### config.mk
export PLATFORM = sky130hd
export DESIGN_NAME = eiu_top
export DESIGN_NICKNAME = d
export VERILOG_FILES = /design/src/shared/eiu_pkg.sv /design/src/hdl/eiu_sync.sv /design/src/hdl/eiu_top.sv
export SDC_FILE = /design/constraint.sdc
export NUM_CORES = 1
export LEC_CHECK = 0
export BUFFER_PORTS_ARGS = -buffer_cell sky130_fd_sc_hd__buf_4
export CAP_MARGIN = 20
export CELL_PAD_IN_SITES_DETAIL_PLACEMENT = 0
export CELL_PAD_IN_SITES_GLOBAL_PLACEMENT = 1
export CORE_MARGIN = 2
export CORE_UTILIZATION = 39
export CTS_BUF_LIST = sky130_fd_sc_hd__clkbuf_8
export CTS_CLUSTER_DIAMETER = 60
export DETAILED_ROUTE_END_ITERATION = 10
export PLACE_DENSITY_LB_ADDON = 0.1
export SYNTH_ARGS = -nofsm -noshare
export SYNTH_HDL_FRONTEND = slang
export SYNTH_SLANG_ARGS = --single-unit
### constraint.sdc
create_clock -name core_clk -period 2.34 [get_ports core_clk]
set_input_delay 0.702 -clock core_clk [delete_from_list [all_inputs] [get_ports core_clk]]
set_output_delay 0.702 -clock core_clk [all_outputs]
set_load 0.05 [all_outputs]
### src/shared/eiu_pkg.sv
// Package of constants and types for the external interrupt unit.
package eiu_pkg;
  // ==========================================================
  // Register indices; the byte address is four times the index.
  localparam logic [7:0] PCHG_IDX = 8'h15;
  localparam logic [7:0] CTRL_IDX = 8'h35;
  localparam logic [7:0] FLAGS_IDX = 8'h3A;
  localparam logic [7:0] ENAB_IDX = 8'h3B;
  localparam logic [7:0] STAT_IDX = 8'h40;
  localparam logic [7:0] ICLR_IDX = 8'h41;
  localparam logic [7:0] IEN_IDX = 8'h42;
  localparam logic [7:0] ACK_IDX = 8'h43;
  localparam logic [7:0] VEC_IDX = 8'h44;
  localparam logic [9:0] PCHG_ADDR = {PCHG_IDX, 2'b00};
  localparam logic [9:0] CTRL_ADDR = {CTRL_IDX, 2'b00};
  localparam logic [9:0] FLAGS_ADDR = {FLAGS_IDX, 2'b00};
  localparam logic [9:0] ENAB_ADDR = {ENAB_IDX, 2'b00};
  localparam logic [9:0] STAT_ADDR = {STAT_IDX, 2'b00};
  localparam logic [9:0] ICLR_ADDR = {ICLR_IDX, 2'b00};
  localparam logic [9:0] IEN_ADDR = {IEN_IDX, 2'b00};
  localparam logic [9:0] ACK_ADDR = {ACK_IDX, 2'b00};
  localparam logic [9:0] VEC_ADDR = {VEC_IDX, 2'b00};
  // ==========================================================
  // Field positions, masks and reset values.
  localparam int EXT_BIT = 6;
  localparam int PC_BIT = 5;
  localparam logic [7:0] CTRL_WMASK = 8'h7B;
  localparam logic [7:0] FLAG_MASK = 8'h60;
  localparam logic [7:0] PCHG_MASK = 8'h3F;
  localparam logic [7:0] REG_RESET = 8'h00;
  localparam int NUM_PC = 6;
  // ==========================================================
  // Sense modes and vector table.
  typedef enum logic [1:0] {
    SENSE_LOW = 2'h0,
    SENSE_ANY = 2'h1,
    SENSE_FALL = 2'h2,
    SENSE_RISE = 2'h3
  } eiu_sense_e;
  localparam int NUM_VEC = 15;
  localparam logic [3:0] VEC_RESET = 4'h0;
  localparam logic [3:0] VEC_EXT = 4'h1;
  localparam logic [3:0] VEC_PC = 4'h2;
  localparam logic [3:0] VEC_T1CA = 4'h3;
  localparam logic [3:0] VEC_T1OV = 4'h4;
  localparam logic [3:0] VEC_T0OV = 4'h5;
  localparam logic [3:0] VEC_EERDY = 4'h6;
  localparam logic [3:0] VEC_CMP = 4'h7;
  localparam logic [3:0] VEC_ADCC = 4'h8;
  localparam logic [3:0] VEC_T1CB = 4'h9;
  localparam logic [3:0] VEC_T0CA = 4'hA;
  localparam logic [3:0] VEC_T0CB = 4'hB;
  localparam logic [3:0] VEC_WDOG = 4'hC;
  localparam logic [3:0] VEC_SSTART = 4'hD;
  localparam logic [3:0] VEC_SOVF = 4'hE;
  localparam int NUM_PERIPH = 12;
  // ==========================================================
  // Request to the core.
  typedef struct packed {
    logic valid;
    logic [3:0] vector;
    logic [15:0] address;
  } eiu_req_s;
endpackage

### src/hdl/eiu_sync.sv
// Three-stage pin synchroniser with agreement filter.
`timescale 1ns/1ps
module eiu_sync #(
  parameter int W = 1
) (
  input wire logic core_clk,
  input wire logic reset_n,
  input wire logic [W-1:0] pin,
  output logic [W-1:0] level
);
  logic [W-1:0] s1_q;
  logic [W-1:0] s2_q;
  logic [W-1:0] s3_q;
  logic [W-1:0] level_q;

  // ==========================================================
  // Stages.
  // The pins idle high, so the chain resets high to avoid a false edge.
  always_ff @(posedge core_clk or negedge reset_n) begin
    if (!reset_n) begin
      s1_q <= '1;
      s2_q <= '1;
      s3_q <= '1;
    end else begin
      s1_q <= pin;
      s2_q <= s1_q;
      s3_q <= s2_q;
    end
  end

  // A change counts once the second and third stages agree.
  always_ff @(posedge core_clk or negedge reset_n) begin
    if (!reset_n) begin
      level_q <= '1;
    end else begin
      for (int i = 0; i < W; i++) begin
        if (s2_q[i] == s3_q[i]) begin
          level_q[i] <= s3_q[i];
        end
      end
    end
  end

  assign level = level_q;
endmodule // eiu_sync

### src/hdl/eiu_top.sv
// External interrupt unit: pin sensing, flags, vectors and AXI4-Lite.
`timescale 1ns/1ps
module eiu_top
  import eiu_pkg::*;
#(
  parameter int ADDR_W = 10
) (
  input wire logic core_clk,
  input wire logic reset_n,
  input wire logic io_clk_run,
  input wire logic global_irq_en,
  input wire logic core_reset_req,
  input wire logic [NUM_PERIPH-1:0] periph_req,
  input wire logic ext_irq_pin,
  input wire logic [NUM_PC-1:0] pin_change_inputs,
  input wire logic vector_ack,
  output eiu_req_s irq_req,
  output logic wake_req,
  output logic irq,
  input wire logic [ADDR_W-1:0] s_axi_awaddr,
  input wire logic s_axi_awvalid,
  output logic s_axi_awready,
  input wire logic [31:0] s_axi_wdata,
  input wire logic [3:0] s_axi_wstrb,
  input wire logic s_axi_wvalid,
  output logic s_axi_wready,
  output logic [1:0] s_axi_bresp,
  output logic s_axi_bvalid,
  input wire logic s_axi_bready,
  input wire logic [ADDR_W-1:0] s_axi_araddr,
  input wire logic s_axi_arvalid,
  output logic s_axi_arready,
  output logic [31:0] s_axi_rdata,
  output logic [1:0] s_axi_rresp,
  output logic s_axi_rvalid,
  input wire logic s_axi_rready
);
  logic [7:0] pchg_mask_q;
  logic [7:0] ctrl_q;
  logic [7:0] enab_q;
  logic ext_flag_q;
  logic pc_flag_q;
  logic [1:0] stat_q;
  logic [1:0] ien_q;
  logic ext_prev_q;
  logic [NUM_PC-1:0] pc_prev_q;
  logic ext_lvl;
  logic [NUM_PC-1:0] pc_lvl;
  logic [1:0] sense;
  logic ext_edge;
  logic pc_hit;
  logic ext_level_req;
  logic ext_take;
  logic pc_take;
  logic [NUM_VEC-1:0] pend;
  logic [3:0] vec_d;
  logic found;
  eiu_req_s req_q;
  logic [ADDR_W-1:0] awaddr_q;
  logic [31:0] wdata_q;
  logic [3:0] wstrb_q;
  logic aw_full_q;
  logic w_full_q;
  logic bvalid_q;
  logic [1:0] bresp_q;
  logic rvalid_q;
  logic [1:0] rresp_q;
  logic [31:0] rdata_q;
  logic wr_go;
  logic wr_hit;
  logic [7:0] wbyte;
  logic [7:0] rd_val;
  logic rd_hit;
  logic ack_ext;
  logic ack_pc;

  // ==========================================================
  // Pin sampling.
  eiu_sync #(.W(NUM_PC + 1)) u_sync (
    .core_clk(core_clk),
    .reset_n(reset_n),
    .pin({pin_change_inputs, ext_irq_pin}),
    .level({pc_lvl, ext_lvl})
  );

  assign sense = ctrl_q[1:0];

  always_ff @(posedge core_clk or negedge reset_n) begin
    if (!reset_n) begin
      ext_prev_q <= 1'b1;
      pc_prev_q <= '1;
    end else begin
      // External-pin edges are judged only while the I/O clock runs, and its last level holds; pin changes are always judged.
      if (io_clk_run) begin
        ext_prev_q <= ext_lvl;
      end
      pc_prev_q <= pc_lvl;
    end
  end

  // Pins are read regardless of their direction, so software can self-trigger.
  always_comb begin
    ext_edge = 1'b0;
    if (io_clk_run) begin
      case (sense)
        SENSE_ANY: ext_edge = ext_lvl ^ ext_prev_q;
        SENSE_FALL: ext_edge = ext_prev_q & ~ext_lvl;
        SENSE_RISE: ext_edge = ~ext_prev_q & ext_lvl;
        default: ext_edge = 1'b0;
      endcase
    end
  end

  assign pc_hit = |((pc_lvl ^ pc_prev_q) & pchg_mask_q[NUM_PC-1:0]);
  // Level requests follow the pin directly, so a vanished low gives none.
  assign ext_level_req = (sense == SENSE_LOW) & ~ext_lvl;
  // The raw low level wakes the device without any clock.
  assign wake_req = enab_q[EXT_BIT] & (sense == SENSE_LOW) & ~ext_irq_pin
    | (enab_q[PC_BIT] & pc_hit);

  // ==========================================================
  // Flags. Set wins over every clear.
  assign ack_ext = vector_ack & req_q.valid & (req_q.vector == VEC_EXT);
  assign ack_pc = vector_ack & req_q.valid & (req_q.vector == VEC_PC);
  assign wr_hit = wr_go & wstrb_q[0];
  assign wbyte = wdata_q[7:0];

  always_ff @(posedge core_clk or negedge reset_n) begin
    if (!reset_n) begin
      ext_flag_q <= 1'b0;
    end else if (sense == SENSE_LOW) begin
      ext_flag_q <= 1'b0;
    end else if (ext_edge) begin
      ext_flag_q <= 1'b1;
    end else if (ack_ext ||
        (wr_hit && awaddr_q == FLAGS_ADDR && wbyte[EXT_BIT])) begin
      ext_flag_q <= 1'b0;
    end
  end

  always_ff @(posedge core_clk or negedge reset_n) begin
    if (!reset_n) begin
      pc_flag_q <= 1'b0;
    end else if (pc_hit) begin
      pc_flag_q <= 1'b1;
    end else if (ack_pc ||
        (wr_hit && awaddr_q == FLAGS_ADDR && wbyte[PC_BIT])) begin
      pc_flag_q <= 1'b0;
    end
  end

  // ==========================================================
  // Vector selection.
  assign ext_take = global_irq_en & enab_q[EXT_BIT]
    & (ext_flag_q | ext_level_req);
  assign pc_take = global_irq_en & enab_q[PC_BIT] & pc_flag_q;
  assign pend = {periph_req & {NUM_PERIPH{global_irq_en}},
    pc_take, ext_take, core_reset_req};

  always_comb begin
    vec_d = VEC_RESET;
    found = 1'b0;
    for (int i = 0; i < NUM_VEC; i++) begin
      if (pend[i] && !found) begin
        vec_d = 4'(i);
        found = 1'b1;
      end
    end
  end

  always_ff @(posedge core_clk or negedge reset_n) begin
    if (!reset_n) begin
      req_q <= '0;
    end else begin
      // Valid drops for one cycle after a take, so a flag cleared by the take is not taken twice.
      req_q.valid <= found & ~vector_ack;
      req_q.vector <= vec_d;
      req_q.address <= {12'h000, vec_d};
    end
  end

  assign irq_req = req_q;

  // ==========================================================
  // Summary interrupt: sticky status, write-one clear, enable.
  always_ff @(posedge core_clk or negedge reset_n) begin
    if (!reset_n) begin
      stat_q <= 2'b00;
    end else begin
      for (int i = 0; i < 2; i++) begin
        if ((i == 0) ? ext_edge | ext_level_req : pc_hit) begin
          stat_q[i] <= 1'b1;
        end else if (wr_hit && awaddr_q == ICLR_ADDR && wbyte[i]) begin
          stat_q[i] <= 1'b0;
        end
      end
    end
  end

  assign irq = |(stat_q & ien_q);

  // ==========================================================
  // AXI4-Lite write path.
  assign s_axi_awready = ~aw_full_q & ~bvalid_q;
  assign s_axi_wready = ~w_full_q & ~bvalid_q;
  assign wr_go = aw_full_q & w_full_q & ~bvalid_q;

  // Address and data are latched apart, so either channel may come first.
  always_ff @(posedge core_clk or negedge reset_n) begin
    if (!reset_n) begin
      aw_full_q <= 1'b0;
      awaddr_q <= '0;
    end else if (s_axi_awvalid && s_axi_awready) begin
      aw_full_q <= 1'b1;
      awaddr_q <= {s_axi_awaddr[ADDR_W-1:2], 2'b00};
    end else if (wr_go) begin
      aw_full_q <= 1'b0;
    end
  end

  always_ff @(posedge core_clk or negedge reset_n) begin
    if (!reset_n) begin
      w_full_q <= 1'b0;
      wdata_q <= '0;
      wstrb_q <= '0;
    end else if (s_axi_wvalid && s_axi_wready) begin
      w_full_q <= 1'b1;
      wdata_q <= s_axi_wdata;
      wstrb_q <= s_axi_wstrb;
    end else if (wr_go) begin
      w_full_q <= 1'b0;
    end
  end

  always_ff @(posedge core_clk or negedge reset_n) begin
    if (!reset_n) begin
      bvalid_q <= 1'b0;
      bresp_q <= 2'b00;
    end else if (wr_go) begin
      bvalid_q <= 1'b1;
      bresp_q <= (awaddr_q == PCHG_ADDR || awaddr_q == CTRL_ADDR ||
        awaddr_q == FLAGS_ADDR || awaddr_q == ENAB_ADDR ||
        awaddr_q == ICLR_ADDR || awaddr_q == IEN_ADDR) ? 2'b00 : 2'b10;
    end else if (s_axi_bready) begin
      bvalid_q <= 1'b0;
    end
  end

  assign s_axi_bvalid = bvalid_q;
  assign s_axi_bresp = bresp_q;

  // Control registers; reserved bits are never stored, so they read as zero.
  always_ff @(posedge core_clk or negedge reset_n) begin
    if (!reset_n) begin
      pchg_mask_q <= REG_RESET;
    end else if (wr_hit && awaddr_q == PCHG_ADDR) begin
      pchg_mask_q <= wbyte & PCHG_MASK;
    end
  end

  always_ff @(posedge core_clk or negedge reset_n) begin
    if (!reset_n) begin
      ctrl_q <= REG_RESET;
    end else if (wr_hit && awaddr_q == CTRL_ADDR) begin
      ctrl_q <= wbyte & CTRL_WMASK;
    end
  end

  always_ff @(posedge core_clk or negedge reset_n) begin
    if (!reset_n) begin
      enab_q <= REG_RESET;
    end else if (wr_hit && awaddr_q == ENAB_ADDR) begin
      enab_q <= wbyte & FLAG_MASK;
    end
  end

  always_ff @(posedge core_clk or negedge reset_n) begin
    if (!reset_n) begin
      ien_q <= 2'b00;
    end else if (wr_hit && awaddr_q == IEN_ADDR) begin
      ien_q <= wbyte[1:0];
    end
  end

  // ==========================================================
  // AXI4-Lite read path.
  assign s_axi_arready = ~rvalid_q;

  always_comb begin
    rd_val = 8'h00;
    rd_hit = 1'b1;
    case ({s_axi_araddr[ADDR_W-1:2], 2'b00})
      PCHG_ADDR: rd_val = pchg_mask_q;
      CTRL_ADDR: rd_val = ctrl_q;
      FLAGS_ADDR: rd_val = {1'b0, ext_flag_q, pc_flag_q, 5'h00};
      ENAB_ADDR: rd_val = enab_q;
      STAT_ADDR: rd_val = {6'h00, stat_q};
      ICLR_ADDR: rd_val = 8'h00;
      IEN_ADDR: rd_val = {6'h00, ien_q};
      VEC_ADDR: rd_val = {req_q.valid, 3'h0, req_q.vector};
      default: rd_hit = 1'b0;
    endcase
  end

  always_ff @(posedge core_clk or negedge reset_n) begin
    if (!reset_n) begin
      rvalid_q <= 1'b0;
      rdata_q <= '0;
      rresp_q <= 2'b00;
    end else if (s_axi_arvalid && s_axi_arready) begin
      rvalid_q <= 1'b1;
      rdata_q <= {24'h000000, rd_val};
      rresp_q <= rd_hit ? 2'b00 : 2'b10;
    end else if (s_axi_rready) begin
      rvalid_q <= 1'b0;
    end
  end

  assign s_axi_rvalid = rvalid_q;
  assign s_axi_rdata = rdata_q;
  assign s_axi_rresp = rresp_q;
endmodule // eiu_top

### Word level (Yosys, flattened, before mapping)

Index checks and enable logic that the tools add are counted.

* register bits after elaboration: 92
* logic and storage cells: 204

* equality and inequality tests: 26
* muxes and demuxes: 51
* bitwise operators: 35
* reductions and logical operators: 60

Operators by type and width (number)
* one-hot mux 8 bit (7 select lines): 1
* 2-to-1 mux 4 bit: 13
* == test 8 x 6 -> 1 bit, second input constant: 6
* == test 8 x 7 -> 1 bit, second input constant: 6
* 2-to-1 mux 1 bit: 34
* logical AND 1 bit: 27
* bitwise AND 1 bit: 19
* == test 8 x 5 -> 1 bit, second input constant: 2
* zero test 1 bit: 14
* nonzero test 2 bit: 7
* bitwise AND 12 bit: 1
* inverter 1 bit: 8
* OR reduction 8 bit: 1
* == test 1 bit: 7
* logical OR 1 bit: 7
* bitwise AND 6 bit: 1
* OR reduction 6 bit: 1
* XOR 6 bit: 1
* == test 2 bit, second input constant: 2
* == test 4 x 1 -> 1 bit, second input constant: 1
* == test 4 x 2 -> 1 bit, second input constant: 1
* 2-to-1 mux 2 bit: 2
* OR 1 bit: 3
* one-hot mux 1 bit (3 select lines): 1
* other kinds (6): 6

### Longest topological paths before layout

* depth after elaboration: 46
* mapped depth: 6

### By module

A second synthesis with hierarchy kept.

* cell total of the unflattened synthesis: 344
* area total of the unflattened synthesis: 4211.5 µm²

By module, submodules not included
* eiu_top: instances 1, cells an instance 309, area each 3397.0 µm², seq. area each 1560.2 µm²
* eiu_sync: instances 1, cells an instance 35, area each 814.5 µm², seq. area each 735.7 µm²

### Least setup slack after synthesis

No wires, ideal clock.

* kind: register to register
* start: register bvalid_q (netlist: s_axi_bvalid)
* end: register wdata_q[0]
* setup time: 0.125 ns
* arrival time: 2.226 ns
* setup slack: -0.010 ns
* cell stages (with the launch flop): 5
* cells stage by stage: dfrtp_1 nor2_1 and2_1 clkbuf_1 mux2_2

* word-level cells in the longest chain between the ends: 3

Ends and longest elaborated chain
* start, declared: RTL line eiu_top.sv:64 `logic bvalid_q;`
* start signal, assigned: RTL line eiu_top.sv:237 `bvalid_q <= 1'b0;`
* start signal, assigned: RTL line eiu_top.sv:240 `bvalid_q <= 1'b1;`
* start signal, assigned: RTL line eiu_top.sv:245 `bvalid_q <= 1'b0;`
* inverter 1 bit: RTL line eiu_top.sv:205 `assign s_axi_wready = ~w_full_q & ~bvalid_q;`
* bitwise AND 1 bit: RTL line eiu_top.sv:205
* named net s_axi_wready: RTL line eiu_top.sv:26 `output logic s_axi_wready,`
* logical AND 1 bit: RTL line eiu_top.sv:226 `end else if (s_axi_wvalid && s_axi_wready) begin`
* end signal, assigned: RTL line eiu_top.sv:228 `wdata_q <= s_axi_wdata;`
* end, declared: RTL line eiu_top.sv:60 `logic [31:0] wdata_q;`

The timed path passes the listed nets, and every way through them passes these cells.
A chain may end at the register's enable or synchronous reset.

### Worst setup path after layout

* start: register u_sync.level_q[3] (netlist: u_sync.level[3])
* end: output wake_req

* word-level cells in the longest chain between the ends: 5

Ends and longest elaborated chain
* start, declared: RTL line eiu_sync.sv:14 `logic [W-1:0] level_q;`
* start signal, assigned by index: RTL line eiu_sync.sv:38 `level_q[i] <= s3_q[i];`
* XOR 6 bit: RTL line eiu_top.sv:114 `assign pc_hit = |((pc_lvl ^ pc_prev_q) & pchg_mask_q[NUM_PC-1:0]);`
* bitwise AND 6 bit: RTL line eiu_top.sv:114
* OR reduction 6 bit: RTL line eiu_top.sv:114
* bitwise AND 1 bit: RTL line eiu_top.sv:119 `| (enab_q[PC_BIT] & pc_hit);`
* OR 1 bit: RTL line eiu_top.sv:119
* end, declared: RTL line eiu_top.sv:18 `output logic wake_req,`

No other way between the ends.

==> results.md <==
- First-pass GRT wire length: 13500 µm
- Initial core utilization: 0.405
- CTS buffer count: 9
- Share of cells above drive strength 1: 0.442
- Sequential-to-total area share from yosys stat: 0.547
- Synthesized area: 4200 µm²
- H-tree depth: 3
- Routed metal-1 wirelength: 3900 µm
- Synth Warn #: 0
- Crit Path Category: flop to output pin
- Vias in the first global route: 2700
- Peak VDD IR: 0.000636 V
- Clock power share: 0.262
- Cell family with most CP delay: flip-flops
- Final min period: 2.44 ns
- Largest net degree at the start of global routing: between 40 and 50
- Crit-path cells: xor2_1 -> a22oi_1 -> nand3_1 -> a32o_2 -> buf_6
- Cell count after synthesis: 337
- CP Data Arrival Time: ~1.7 ns
- Tot GR Track Use: 0.152
- Top-area cell type share of the netlist area: 0.328
- CTS clk-pin slew, worst paths: around 0.1 ns
- Leakage Power: 2.35 nW
- Worst-Margin Slew: 0.502 ns
- RSZ-0062 raised after global routing: true
- Met2 wire length: roughly 3700 µm
- Die Y: approximately 110 µm
- # rows: 37
- Flops & latches, synth: 90
- Flop2flop setup slack: 0.38 ns
- Critical Path Start Type: flop
- Clk Tree Root Cell: clkbuf_8
- FF/Latch Area: 2300 µm²
- Max_cap viols: 0
- Highest clock rate: 409 MHz
- 1st-pass router iterations: 4
- DR iter-0 viols: 62
- DR WL/cell: 14.7 µm
- Synth cell types: 56
- Worst EP required: around 1.6 ns
- # hold bufs at CTS: 0
- Die area: 11600 µm²
- Crit-path max FO: 2
- Clk buf depth: 2
- Latest clock arrival within the worst-skew pair: 0.35 ns
- Post-route setup slack: -0.104 ns
- Max-slew violations: 0
- Gr ovfl total: 0
- Worst r2r src: awaddr_q[5]
- DR DRC count: 0
- Final hold slack: 0.245 ns
- PortBufs: 79
- Post-DP HPWL: roughly 6400 µm
- Post-Place Setup Slack: between 0.1 and 0.15 ns
- Synth top area cells: dfrtp_1 (33%), dfstp_2 (22%), mux2_2 (9.7%)
- ANT cells: 0
- R2r endpoint: ctrl_q[0]
- Run status: finished with violations
- Sw frac: 0.338
- Initial antenna violation count: 0
- CTS tree: done
- Total power: approximately 0.0044 W
- Primary FF master, synth: dfrtp_1
- Final GP Congestion: between 0.8 and 0.9
- Core area: 10400 µm²
- Internal power: 0.00289 W
- Die Width: 108 µm
- Failing checks: setup timing
- Critical Path Slowest Stage Cell: dfstp_2
- Hold Crit Class: input pin to async pin
- Reg2reg path depth: 4
- Post-synth EDFFs: 0
- Num Clock Sinks: 90
- Routed met3 length: between 400 and 500 µm
- IO Count: 150
- PD cells: ~860 nW/µm²
- P_sw: approximately 0.0015 W
- Worst setup EP type: output pin
- Vias per inst: 4.82
- Area delta synth->final: 20.7%
- Avg Cell Area, Syn: 12.5 µm²
- Fillcell total: 986
- Final setup vio count: 1
- Antenna Nets Post-Route: 0
- Buf/Inv on CP: 1
- Async SR Flop Fraction: 1.00
- Final hold vios: 0
- Fin crit share: 1.04
- Max layer used: met4
- DRT Wirelength: between 8000 and 9000 µm
- Setup Skew: 0.00923 ns
- Crit path largest cell delay: around 0.55 ns
- Worst slew margin: 0.662
- Combinational share of power: 0.253
- Sequential Power Share: 0.485
- Via Count: 2719
- Area occupied by multi-input gates: 1670 µm²
- Nets: between 500 and 600
- Area leader, netlist: dfrtp_1
==> worst reg2reg max path, stage by stage, from the launching register on <==
cell	delay, ns
dfrtp_1	0.43
nor4b_1	0.39
and2_1	0.26
and3_1	0.39
mux2_2	0.38
==> per-stage QoR <==
step                      setup TNS, ns  cells   util  instance area, µm²
final                            -0.104    564  0.488                5060
after global routing             -0.217    564  0.488                5060
after CTS                        -0.143    564  0.488                5060
after detailed placement              0    545  0.463                4800
after global placement                0    545  0.463                4800
after floorplan                       0    374      -                4340
==> cell families after synthesis <==
| group | Yosys count | synth area share |
|---|---|---|
| compound gates | 51 | 0.0897 |
| buf+inv | 59 | 0.0930 |
| simple gates | 78 | 0.121 |
| mux | 42 | 0.111 |
| fa+ha+maj | 10 | 0.0250 |
| other cells | 1 | 0.000894 |
| xor+xnor | 6 | 0.0125 |
| flops | 90 | 0.547 |
==> per-layer routing <==
layer  vias to the layer above  global-route usage
met5                         -                   0
met3                        18              0.0309
met1                      1305               0.206
met4                         0              0.0659
met2                       103               0.235
li1                       1293                   -
==> sequential cells by signal (all words and copies together) (netlist names), 2 cells and up <==
| register | cells |
|---|---|
| s_axi_rdata | 8 |
| irq_req | 5 |
| u_sync.s3_q | 7 |
| u_sync.level | 7 |
| awaddr_q | 8 |
| wdata_q | 7 |
| ctrl_q | 6 |
| pc_prev_q | 6 |
| stat_q | 2 |
| u_sync.s1_q | 7 |
| pchg_mask_q | 6 |
| enab_q | 2 |
| ien_q | 2 |
| u_sync.s2_q | 7 |
==> synthesized netlist by cell type, drive strengths merged, types with 3 or more instances <==
cell type and count:
dfrtp 55, buf 46, mux2 36, dfstp 35
o21ai 14, nand2 13, nor2 11, nand3 10
a22o 9, inv 9, maj3 8, a21oi 6
mux2i 6, nand2b 6, xor2 6, nand3b 5
a22oi 4, clkbuf 4, nor2b 4, a32o 3
and2 3, and4b 3, nor3b 3, nor4b 3
o31ai 3
==> cell usage in the layout (no fill, tap or decap), types with 10 or more instances in the layout <==
cell type and count:
o21ai_0 13, nand3_1 10, dfrtp_1 55, dfstp_2 35, nand2_1 13, clkbuf_8 10, mux2_2 36, buf_4 86
conb_1 38, nor2_1 10
==> cell type report <==
class,instances,area share
well taps,136,0.0336
flip-flops and latches,90,0.453
clock buffers,10,0.0272
multi-input cells,225,0.330
inverters,9,0.00667
repair buffers,88,0.134
clock inverters,6,0.0156
==> timing repair <==
action,4_1_cts,5_1_grt
pin swaps,4,1
endpoints found under the setup margin,1,1
setup buffers,3,0
resized for setup,4,1
==> how the worst max path moves through the flow <==
stage	endpoint	slack [ns]	from	depth (start not counted)
finish	wake_req	-0.10	u_sync.level[3]	5
floorplan	wdata_q[0]	0.23	s_axi_bvalid	4
CTS	wake_req	-0.14	u_sync.level[3]	5
global route	wake_req	-0.22	u_sync.level[3]	5
global placement	wake_req	0.13	u_sync.level[4]	5
detailed placement	wake_req	0.15	u_sync.level[4]	5
==> power by group through the flow <==
stage               logic (W)  clock network (W)  registers (W)
floorplan            0.000771                  0        0.00215
global placement      0.00109                  0        0.00214
detailed placement    0.00111                  0        0.00215
CTS                   0.00112            0.00119        0.00212
global route          0.00120            0.00125        0.00218
finish                0.00110            0.00114        0.00212
Note: power is estimated with default switching activity, not from simulation.
